### config.mk
export PLATFORM = sky130hd
export DESIGN_NAME = saturating_arith_unit
export DESIGN_NICKNAME = d
export VERILOG_FILES = /design/src/hdl/sau_pkg.sv /design/src/hdl/sat_addsub.sv /design/src/hdl/saturating_arith_unit.sv
export SDC_FILE = /design/constraint.sdc
export NUM_CORES = 1
export LEC_CHECK = 0
export BUFFER_PORTS_ARGS = -buffer_cell sky130_fd_sc_hd__buf_4
export CAP_MARGIN = 20
export CORE_MARGIN = 8
export CORE_UTILIZATION = 50
export CTS_BUF_LIST = sky130_fd_sc_hd__clkbuf_4 sky130_fd_sc_hd__clkbuf_8
export CTS_CLUSTER_SIZE = 24
export DETAILED_ROUTE_END_ITERATION = 16
export PLACE_DENSITY = 0.74
export SLEW_MARGIN = 25
export SYNTH_ARGS = -nofsm -noshare
export SYNTH_HDL_FRONTEND = slang
export SYNTH_HIERARCHICAL = 1
export SYNTH_SLANG_ARGS = --single-unit
### constraint.sdc
create_clock -name i_clk -period 38.6 [get_ports i_clk]
set_input_delay 0 -clock i_clk [delete_from_list [all_inputs] [get_ports i_clk]]
set_output_delay 0 -clock i_clk [all_outputs]
set_load 0.02 [all_outputs]
### src/hdl/sau_pkg.sv
// Purpose: Shared constants and operation codes for the saturating arithmetic unit.
// Assumes: 16-bit words, double words as an upper/lower pair of words.
// Notes:   Used by the datapath top and by the bench.

package sau_pkg;

    // ****************************************************************
    // Widths and fixed values
    // ****************************************************************
    localparam int          WORD_W         = 16;
    localparam int          DWORD_W        = 32;
    localparam logic [15:0] WORD_RESET     = 16'h0000;
    localparam logic [15:0] WORD_MAX       = 16'h7fff;
    localparam logic [15:0] WORD_MIN       = 16'h8000;
    localparam logic [15:0] WORD_MINUS_ONE = 16'hffff;
    localparam logic [31:0] DWORD_MAX      = 32'h7fff_ffff;
    localparam logic [31:0] DWORD_MIN      = 32'h8000_0000;
    localparam int          LATENCY_CYCLES = 1;

    // ****************************************************************
    // Operation select
    // ****************************************************************
    typedef enum logic [2:0] {
        OP_SUB,
        OP_MUL,
        OP_DIV,
        OP_DADD,
        OP_DSUB
    } arith_op_e;

endpackage : sau_pkg

### src/hdl/sat_addsub.sv
// Purpose: Signed add or subtract of W-bit values with clamping at the signed limits.
// Assumes: Purely combinational; the caller registers the result.
// Notes:   One extra bit of headroom makes overflow detection exact.

`timescale 1ns/1ps

module sat_addsub #(
    parameter int W = 32
) (
    input  wire logic [W-1:0] i_a,        // first operand
    input  wire logic [W-1:0] i_b,        // second operand
    input  wire logic         i_subtract, // high: a minus b
    output logic      [W-1:0] o_result,   // clamped result
    output logic              o_overflow  // result was clamped
);

    localparam logic [W-1:0] SAT_MAX = {1'b0, {(W-1){1'b1}}};
    localparam logic [W-1:0] SAT_MIN = {1'b1, {(W-1){1'b0}}};

    logic [W:0] wide;

    assign wide       = i_subtract ? ({i_a[W-1], i_a} - {i_b[W-1], i_b})
                                   : ({i_a[W-1], i_a} + {i_b[W-1], i_b});
    // The two top bits disagree exactly when the true result left the range.
    assign o_overflow = wide[W] ^ wide[W-1];
    assign o_result   = !o_overflow ? wide[W-1:0] : (wide[W] ? SAT_MIN : SAT_MAX);

endmodule : sat_addsub

### src/hdl/saturating_arith_unit.sv
// Purpose: Arithmetic datapath of the ladder instruction executor.
// Assumes: Operands and controls come from the sequencer on the same clock.
// Notes:   Results appear one cycle after an enabled request, with write strobes.
//
// What this block does
// - Work only while enabled; otherwise write nothing and hold the indicator low.
// - The word subtraction writes the signed first operand minus the second.
// - A word difference above the positive limit writes 32767 and raises the indicator.
// - A word difference below the negative limit writes -32768 and raises the indicator.
// - For saturating subtraction and double addition the indicator is high only on clamping.
// - Multiplication stores the signed 32-bit product, upper half in the higher word.
// - Division by non-zero writes quotient low, remainder high and raises the indicator.
// - A zero divisor skips the division, keeps the indicator low and sets the error flag.
// - The error flag stays set until the program clears it explicitly.
// - With the index register as destination only the quotient is stored.
// - -32768 divided by -1 gives quotient -32768 and remainder 0 with no error.
// - Double addition adds two signed 32-bit pairs and stores the sum in the pair.
// - A double sum above the positive 32-bit limit stores the positive limit.
// - A double sum below the negative 32-bit limit stores the negative limit.

`timescale 1ns/1ps

module saturating_arith_unit (
    input  wire logic              i_clk,              // 20 MHz clock
    input  wire logic              i_rstn,             // synchronous reset, active low
    input  wire logic              i_enable,           // execution input of the instruction
    input  wire sau_pkg::arith_op_e i_op,              // operation select
    input  wire logic [15:0]       i_a_lo,             // operand A, lower word
    input  wire logic [15:0]       i_a_hi,             // operand A, upper word
    input  wire logic [15:0]       i_b_lo,             // operand B, lower word
    input  wire logic [15:0]       i_b_hi,             // operand B, upper word
    input  wire logic              i_dest_is_index,    // destination is the index register
    input  wire logic              i_error_clear,      // program resets the error flag
    output logic                   o_out,              // output indicator
    output logic [15:0]            o_res_lo,           // result for destination word
    output logic [15:0]            o_res_hi,           // result for next-higher word
    output logic                   o_write_lo,         // write destination word
    output logic                   o_write_hi,         // write next-higher word
    output logic                   o_done,             // one enabled operation completed
    output logic                   o_instruction_error_flag // sticky instruction error
);

    // ****************************************************************
    // Arithmetic
    // ****************************************************************
    logic [15:0]        sub_res;
    logic               sub_ovf;
    logic [31:0]        dbl_res;
    logic               dbl_ovf;
    logic signed [31:0] product;
    logic signed [16:0] div_num;
    logic signed [16:0] div_den;
    logic signed [16:0] quo_wide;
    logic signed [16:0] rem_wide;
    logic               div_zero;
    logic               div_special;

    sat_addsub #(.W(sau_pkg::WORD_W)) u_sub16 (
        .i_a        (i_a_lo),
        .i_b        (i_b_lo),
        .i_subtract (1'b1),
        .o_result   (sub_res),
        .o_overflow (sub_ovf)
    );

    sat_addsub #(.W(sau_pkg::DWORD_W)) u_dbl (
        .i_a        ({i_a_hi, i_a_lo}),
        .i_b        ({i_b_hi, i_b_lo}),
        .i_subtract (i_op == sau_pkg::OP_DSUB),
        .o_result   (dbl_res),
        .o_overflow (dbl_ovf)
    );

    assign product     = $signed(i_a_lo) * $signed(i_b_lo);
    assign div_zero    = (i_b_lo == sau_pkg::WORD_RESET);
    assign div_special = (i_a_lo == sau_pkg::WORD_MIN) && (i_b_lo == sau_pkg::WORD_MINUS_ONE);
    assign div_num     = $signed({i_a_lo[15], i_a_lo});
    // A zero divisor is swapped for one so the divider never sees it; the result is unused.
    assign div_den     = div_zero ? 17'sh0_0001 : $signed({i_b_lo[15], i_b_lo});
    assign quo_wide    = div_num / div_den;
    assign rem_wide    = div_num % div_den;

    // ****************************************************************
    // Next values
    // ****************************************************************
    logic        indicator, next_indicator;
    logic [15:0] res_lo, next_res_lo;
    logic [15:0] res_hi, next_res_hi;
    logic        write_lo, next_write_lo;
    logic        write_hi, next_write_hi;
    logic        done, next_done;
    logic        instruction_error_flag, next_instruction_error_flag;

    always_comb begin
        next_indicator              = 1'b0;
        next_res_lo                 = res_lo;
        next_res_hi                 = res_hi;
        next_write_lo               = 1'b0;
        next_write_hi               = 1'b0;
        next_done                   = 1'b0;
        next_instruction_error_flag = instruction_error_flag;
        if (i_error_clear) begin
            next_instruction_error_flag = 1'b0;
        end
        if (i_enable) begin
            next_done = 1'b1;
            case (i_op)
                sau_pkg::OP_SUB: begin
                    next_res_lo   = sub_res;
                    next_write_lo = 1'b1;
                    next_indicator = sub_ovf;
                end
                sau_pkg::OP_MUL: begin
                    next_res_lo   = product[15:0];
                    next_res_hi   = product[31:16];
                    next_write_lo = 1'b1;
                    next_write_hi = 1'b1;
                    next_indicator = 1'b1;
                end
                sau_pkg::OP_DIV: begin
                    if (div_zero) begin
                        // error, no division; set wins over a same-cycle clear
                        next_instruction_error_flag = 1'b1;
                    end else begin
                        next_res_lo   = quo_wide[15:0];
                        next_res_hi   = rem_wide[15:0];
                        next_write_lo = 1'b1;
                        next_indicator = 1'b1;
                        if (div_special) begin
                            next_res_lo = sau_pkg::WORD_MIN;
                            next_res_hi = sau_pkg::WORD_RESET;
                        end
                        next_write_hi = !i_dest_is_index;
                    end
                end
                sau_pkg::OP_DADD, sau_pkg::OP_DSUB: begin
                    next_res_lo   = dbl_res[15:0];
                    next_res_hi   = dbl_res[31:16];
                    next_write_lo = 1'b1;
                    next_write_hi = 1'b1;
                    next_indicator = dbl_ovf;
                end
                default: begin
                    next_done = 1'b0;
                end
            endcase
        end
    end

    always_ff @(posedge i_clk) begin
        if (!i_rstn) begin
            indicator              <= 1'b0;
            res_lo                 <= sau_pkg::WORD_RESET;
            res_hi                 <= sau_pkg::WORD_RESET;
            write_lo               <= 1'b0;
            write_hi               <= 1'b0;
            done                   <= 1'b0;
            instruction_error_flag <= 1'b0;
        end else begin
            indicator              <= next_indicator;
            res_lo                 <= next_res_lo;
            res_hi                 <= next_res_hi;
            write_lo               <= next_write_lo;
            write_hi               <= next_write_hi;
            done                   <= next_done;
            instruction_error_flag <= next_instruction_error_flag;
        end
    end

    assign o_out                    = indicator;
    assign o_res_lo                 = res_lo;
    assign o_res_hi                 = res_hi;
    assign o_write_lo               = write_lo;
    assign o_write_hi               = write_hi;
    assign o_done                   = done;
    assign o_instruction_error_flag = instruction_error_flag;

    // ****************************************************************
    // Checks
    // ****************************************************************
    logic signed [16:0] chk_diff;
    logic signed [32:0] chk_dsum;
    logic               live;

    assign chk_diff = $signed({i_a_lo[15], i_a_lo}) - $signed({i_b_lo[15], i_b_lo});
    assign chk_dsum = (i_op == sau_pkg::OP_DSUB)
                    ? $signed({i_a_hi[15], i_a_hi, i_a_lo}) - $signed({i_b_hi[15], i_b_hi, i_b_lo})
                    : $signed({i_a_hi[15], i_a_hi, i_a_lo}) + $signed({i_b_hi[15], i_b_hi, i_b_lo});
    assign live     = i_rstn && i_enable;

    a_idle_no_write: assert property (@(posedge i_clk) disable iff (!i_rstn)
        i_rstn && !i_enable |=> !o_out && !o_write_lo && !o_write_hi && !o_done)
        else $error("write or indicator without enable");

    a_sub_in_range: assert property (@(posedge i_clk) disable iff (!i_rstn)
        live && i_op == sau_pkg::OP_SUB && chk_diff <= 17'sh0_7fff && chk_diff >= 17'sh1_8000
        |=> o_write_lo && !o_out && o_res_lo == $past(chk_diff[15:0]))
        else $error("wrong unclamped difference");

    a_sub_clamp_hi: assert property (@(posedge i_clk) disable iff (!i_rstn)
        live && i_op == sau_pkg::OP_SUB && chk_diff > 17'sh0_7fff
        |=> o_out && o_res_lo == sau_pkg::WORD_MAX)
        else $error("positive word clamp missing");

    a_sub_clamp_lo: assert property (@(posedge i_clk) disable iff (!i_rstn)
        live && i_op == sau_pkg::OP_SUB && chk_diff < 17'sh1_8000
        |=> o_out && o_res_lo == sau_pkg::WORD_MIN)
        else $error("negative word clamp missing");

    a_mul_halves: assert property (@(posedge i_clk) disable iff (!i_rstn)
        live && i_op == sau_pkg::OP_MUL |=> o_out && o_write_hi
        && $signed({o_res_hi, o_res_lo}) == $signed($past(i_a_lo)) * $signed($past(i_b_lo)))
        else $error("product wrong");

    a_div_by_zero: assert property (@(posedge i_clk) disable iff (!i_rstn)
        live && i_op == sau_pkg::OP_DIV && i_b_lo == 16'h0000
        |=> !o_out && !o_write_lo && !o_write_hi && o_instruction_error_flag)
        else $error("zero divisor handled wrongly");

    a_err_sticky: assert property (@(posedge i_clk) disable iff (!i_rstn)
        o_instruction_error_flag && !i_error_clear |=> o_instruction_error_flag [*1])
        else $error("error flag dropped without clear");

    a_div_index: assert property (@(posedge i_clk) disable iff (!i_rstn)
        live && i_op == sau_pkg::OP_DIV && i_b_lo != 16'h0000
        |=> o_out && o_write_lo && (o_write_hi == !$past(i_dest_is_index)))
        else $error("division write strobes wrong");

    a_div_special: assert property (@(posedge i_clk) disable iff (!i_rstn)
        live && i_op == sau_pkg::OP_DIV && i_a_lo == 16'h8000 && i_b_lo == 16'hffff
        && !i_error_clear && !o_instruction_error_flag
        |=> o_res_lo == 16'h8000 && o_res_hi == 16'h0000 && !o_instruction_error_flag)
        else $error("most negative by minus one wrong");

    a_dbl_clamp: assert property (@(posedge i_clk) disable iff (!i_rstn)
        live && (i_op == sau_pkg::OP_DADD || i_op == sau_pkg::OP_DSUB)
        |=> o_write_lo && o_write_hi && (o_out == ($past(chk_dsum[32]) != $past(chk_dsum[31])))
        && {o_res_hi, o_res_lo} == (!o_out ? $past(chk_dsum[31:0])
           : ($past(chk_dsum[32]) ? sau_pkg::DWORD_MIN : sau_pkg::DWORD_MAX)))
        else $error("double result or clamp wrong");

    a_one_cycle: assert property (@(posedge i_clk) disable iff (!i_rstn)
        live && i_op == sau_pkg::OP_MUL ##1 !i_enable |-> o_done ##1 !o_done)
        else $error("completion not single cycle");

endmodule : saturating_arith_unit

# Word level (Yosys, flattened, before mapping)
# Cells that the tools add are included.
word_totals:
  regBits: 37
  input_bits: 72
  wordCells: 57
classes:
  add_sub_neg: 3
  n_mul: 1
  div_mod_pow: 2
  eq_ne: 7
  n_mux: 22
  bitwise: 2
  n_reduce_logical: 13
op_table:
  columns: ["cell", "n"]
  rows:
  - ["16-bit 2-to-1 mux", 6]
  - ["32-bit 2-to-1 mux", 2]
  - ["16-bit case mux with 4 select lines", 1]
  - ["16-bit case mux with 3 select lines", 1]
  - ["32-bit by 32-bit adder with 33-bit output", 1]
  - ["33-bit 2-to-1 mux", 1]
  - ["32-bit by 32-bit subtractor with 33-bit output", 1]
  - ["16-bit equality test (second input constant)", 2]
  - ["16-bit by 16-bit multiplier with 32-bit output", 1]
  - ["17-bit by 17-bit divider with 17-bit output", 1]
  - ["17-bit by 17-bit remainder unit with 17-bit output", 1]
  - ["17-bit 2-to-1 mux", 1]
  - ["16-bit by 16-bit subtractor with 17-bit output", 1]
  - ["16-bit zero test", 1]
  - ["1-bit 2-to-1 mux", 7]
  - ["3-bit by 2-bit equality test with 1-bit output (second input constant)", 2]
  - ["3-bit AND reduction", 2]
  - ["5-bit OR reduction", 1]
  - ["1-bit case mux with 2 select lines", 2]
  - ["1-bit case mux with 4 select lines", 1]
  - ["4-bit nonzero test", 1]
  - ["4-bit OR reduction", 1]
  - ["3-bit by 1-bit equality test with 1-bit output (second input constant)", 1]
  - ["3-bit equality test (second input constant)", 1]
  - ["9 further kinds", 10]

# Longest topological paths before layout
depth:
  word_depth: 6
  ltp_mapped: 172
  ltp_nobuf: 156

# Cells and area by module
# Netlist, hierarchy kept.
by_module_without_submodules:
  columns: ["mod", "instances", "cells_per_inst", "area_each_um2", "seq_area_each_um2"]
  rows:
  - ["saturating_arith_unit", 1, 2930, 22380.2, 740.7]
  - ["sat_addsub (u_dbl)", 1, 396, 2700.1, 0.0]
  - ["sat_addsub (u_sub16)", 1, 188, 1293.7, 0.0]

# Worst setup path after synthesis
# No wires, ideal clock.
synth_path:
  kind: "input -> register"
  from: "input port i_b_lo[9]"
  to: "register res_hi[15] (netlist: o_res_hi[15])"
  setup_time_ns: 0.058
  t_arrival_ns: 34.607
  required_ns: 38.542
  slack_ns: 3.934
  stages: 145
  path_buffers: 15
  cell_sequence: "buf_2 or4_4 buf_6 or4_1 nor3_1 nor2_1 ha_1 nand2_1 a21boi_0 ha_1 o21ai_0 nor2b_1 nand4b_1 nand2_1 o21ai_0 ha_1 o21a_1 o21a_1 (+109 left out) or3_1 a221o_1 a221o_1 clkinv_1 clkbuf_1 a31oi_1 ha_1 or4_1 o211ai_1 a31oi_1 o21a_1 clkbuf_1 o31ai_1 nand4_1 or4_1 or4_1 a2111o_1 nand2_1"
synth_via:
  elab_chain_cells: 6
  word_cells_on_any_way: 17
synth_lines:
  columns: ["element", "line_no", "source"]
  rows:
  - ["from (decl)", "saturating_arith_unit.sv:30", "input wire logic [15:0] i_b_lo,"]
  - ["16-bit zero test", "saturating_arith_unit.sv:75", "assign div_zero = (i_b_lo == sau_pkg::WORD_RESET);"]
  - ["17-bit 2-to-1 mux", "saturating_arith_unit.sv:79", "assign div_den = div_zero ? 17'sh0_0001 : $signed({i_b_lo[15], i_b_lo});"]
  - ["17-bit by 17-bit remainder unit with 17-bit output", "saturating_arith_unit.sv:81", "assign rem_wide = div_num % div_den;"]
  - ["16-bit 2-to-1 mux", "saturating_arith_unit.sv:129", "if (div_special) begin"]
  - ["16-bit 2-to-1 mux", "saturating_arith_unit.sv:121", "if (div_zero) begin"]
  - ["16-bit case mux with 3 select lines", "saturating_arith_unit.sv:107", "case (i_op)"]
  - ["to (signal assigned)", "saturating_arith_unit.sv:154", "res_hi <= sau_pkg::WORD_RESET;"]
  - ["to (signal assigned)", "saturating_arith_unit.sv:162", "res_hi <= next_res_hi;"]
  - ["to (decl)", "saturating_arith_unit.sv:88", "logic [15:0] res_hi, next_res_hi;"]
# Several ways; a longest one is shown, not always the timed one. The select of a mux whose other input is x is not followed.
# A chain may end at the register's enable or synchronous reset.

# Worst setup path in the final report
layout_path:
  from: "input port i_b_lo[7]"
  to: "register res_hi[15] (netlist: o_res_hi[15])"
# The elaborated chain is that of the path after synthesis.

==> summary.md <==
| Metric | Value |
|---|---|
| Status | `finished clean` |
| Max-cap violations | `0` |
| Start point of the worst min-delay path | `i_error_clear` |
| Layout Skew | `0 ns` |
| Overflow after GRT | `0` |
| Post-route cell area | `28100 um2` |
| F_max | `0.0273 GHz` |
| Number of buffers created by CTS | `5` |
| CTS tree | `done` |
| Final period util | `94.8%` |
| Measured slew at the worst slew-check pin | `1.06 ns` |
| H-tree depth | `2` |
| Die Area | `60400 um2` |
| Minimum clock period | `36.58 ns` |
| CP startpoint kind | `primary input` |
| CTS sink cnt | `37` |
| RSZ-0062 raised after global routing | `no` |
| Yosys warns | `6` |
| Vias per cell | `6.39` |
| Rel. slew slack | `28.5%` |
| Initial core utilization | `50.4%` |
| Met1 Resource Use GR | `42.3%` |
| Share of cells above drive strength 1 | `8.09%` |
| GRT Overall Usage | `31.2%` |
| Asr flop ratio synth | `0%` |
| First-pass GRT wire length | `150 mm` |
| Crit. path cell count | `147` |
| Primary FF master, synth | `dfxtp_1` |
| Post-route core utilization | `53.8%` |
| Drt pass-1 iters | `10` |
| Number of I/O port buffers | `108` |
| Final Hold Vio Count | `0` |
| Final antenna-violating net count | `0` |
| DRC Markers | `0` |
| Routing usage on met2 | `49.0%` |
| Clock Latency Late Sink | `0.34 ns` |
| Clk buf depth | `2` |
| DP Area | `27800 um2` |
| Area delta synth->final | `6.73%` |
| Reg2Reg Depth | `4` |
| Sequential element share of the synthesized area | `2.81%` |
| Setup_tns | `0 ns` |
| Seq cells post-synth | `37` |
| WP data arrival | `36.85 ns` |
| Synthesized area per cell | `7.51 um2` |
| CP max FO | `34` |
| Max incr delay on CP | `0.70 ns` |
| Met3 usage | `5.33%` |
| Syn Inst Count | `3514` |
| Die extent in y | `246 um` |
| Setup Crit Path Kind | `primary input to flop` |
| Vias in the first global route | `26200` |
| WP buf/inv | `14` |
| Standard-cell rows | `84` |
| CP endpoint kind | `flop` |
| Synth Cell Area | `26400 um2` |
| CTS clk-pin slew, worst paths | `0.10 ns` |
| Routability Congestion | `1.06` |
| Placed cells | `4213` |
| Routed Wire Length | `96.5 mm` |
| Wire per inst | `22.8 um` |
| Root buf cell | `clkbuf_8` |
| Finish-stage setup viols | `0` |
| IO Count | `109` |
| Die W | `246 um` |
| Initial antenna violation count | `1` |
| Crit path max-delay family | `compound AO/OA/AOI/OAI gates` |
| Detailed Place HPWL | `77.2 mm` |
| DRT iter0 DRCs | `2774` |
| Final Non-Filler Cells | `4224` |
| Hold path cells | `4` |
| Critical path's slowest cell | `or4_1` |
| CP required | `38.87 ns` |
| Core area | `52300 um2` |
| CP most frequent cell | `ha_1` |
| Via count | `27000` |
| RR Startpoint | `o_res_hi[15]` |
| Pin count of the biggest net entering global routing | `55` |
| Post-CTS Setup Bufs | `0` |
| Number of flops mapped to enable cells by yosys | `0` |
| Launch point of the worst path | `i_b_lo[7]` |
| Post-synthesis cell type count | `109` |
| Fin. max-slew vios | `0` |
| GR peak layer | `met2` |
| Nets | `4161` |
| Hold crit path type | `primary input to flop` |
-- cell usage after synthesis (15+ instances only) --
cell / instances / area, um2
o31ai_1: 25 / 188
dfxtp_1: 37 / 741
or4_1: 18 / 135
o21ai_0: 145 / 726
o211ai_1: 47 / 353
o21a_1: 45 / 338
xnor2_1: 186 / 1630
a211oi_1: 51 / 383
nor4_1: 29 / 181
and3_1: 24 / 150
nor3_1: 86 / 430
nand3_1: 71 / 355
clkbuf_1: 131 / 492
a21oi_1: 276 / 1380
inv_1: 344 / 1290
a31oi_1: 46 / 288
a21o_1: 58 / 435
xor2_1: 74 / 648
or3_1: 36 / 225
or2_2: 21 / 131
o22ai_1: 20 / 125
mux2_2: 15 / 169
nand2b_1: 45 / 282
nand2_1: 355 / 1330
fa_1: 265 / 5310
and2_1: 120 / 751
nand4_1: 36 / 225
a21boi_0: 17 / 128
nor2_1: 267 / 1000
o21bai_1: 19 / 143
nor2b_1: 24 / 150
ha_1: 290 / 3630
mux2i_1: 17 / 170
-- per-stage QoR --
stage | worst slack (ns) | hold slack, ns
global placement | 1.08 | 0.328
detailed placement | 0.477 | 0.339
floorplan | 3.93 | 0.140
finish | 2.02 | 0.0333
CTS | 0.633 | 0.0270
global route | 0.00410 | 0.0554
-- state kept, by name, indices dropped and copies added, names as in the netlist --
| name | cells |
|---|---|
| o_done | 1 |
| o_res_hi | 16 |
| o_instruction_error_flag | 1 |
| o_res_lo | 16 |
| o_write_hi | 1 |
| o_out | 1 |
| o_write_lo | 1 |
-- metal layers --
layer | wire [um] | part of all wire, % | up-vias
li1 | - | - | 12400
met1 | 40300 | 42 | 13100
met2 | 42700 | 44 | 1313
met3 | 9200 | 9.5 | 244
met4 | 4310 | 4.5 | 2
met5 | 13 | 0.013 | -
-- worst register-to-register path, delay by kind of cell (launching register included) --
family,cells,cell delay (ns)
flip-flops,1,0.32
AND/OR/NAND/NOR,1,0.06
AO/OA/AOI/OAI,3,0.52
-- what timing repair did --
action,in CTS,in global routing
hold endpoints to repair,4,0
hold buffers,2,0
gates resized for setup,0,32
setup endpoints to repair,0,32
-- logic make-up after synthesis --
group	after synthesis	synth area share, %
xor gates and xnor gates	262	8.76
buffers and inverters	504	7.39
AOI/OAI and AO/OA	929	23.5
and+or+nand+nor	1185	22.1
DFF	37	2.81
other	2	0.0285
muxes	32	1.29
adders and majority gates	563	34.2
-- cell usage in the layout (no fill, tap or decap), drive strengths merged, types with 87 or more instances in the layout --
cell type	synthesis	final
nand2	357	357
inv	344	344
ha	290	290
a21oi	287	287
nor2	269	269
fa	265	265
xnor2	188	188
buf	24	159
o21ai	152	152
and2	122	122
nor3	87	87
-- cell type report --
type	instances	area, um2
Clock buffer	5	68.8
Clock inverter	3	68.8
Sequential cell	37	741
Fill cell	5094	24200
Tap cell	688	861
Inverter	349	1310
Antenna cell	1	2.50
Multi-Input combinational cell	2980	23900
Timing Repair Buffer	161	1210
-- worst paths after layout --
check,endpoint,slack [ns]
setup / recovery,o_res_hi[15],2.02
hold / removal,o_instruction_error_flag,0.03
setup reg to reg,o_res_hi[15],37.59
hold reg to reg,o_res_lo[8],0.46
Power is left out: the tool's default activity adds up to more than one toggle a clock period on the data nets, which glitch-free logic cannot reach.
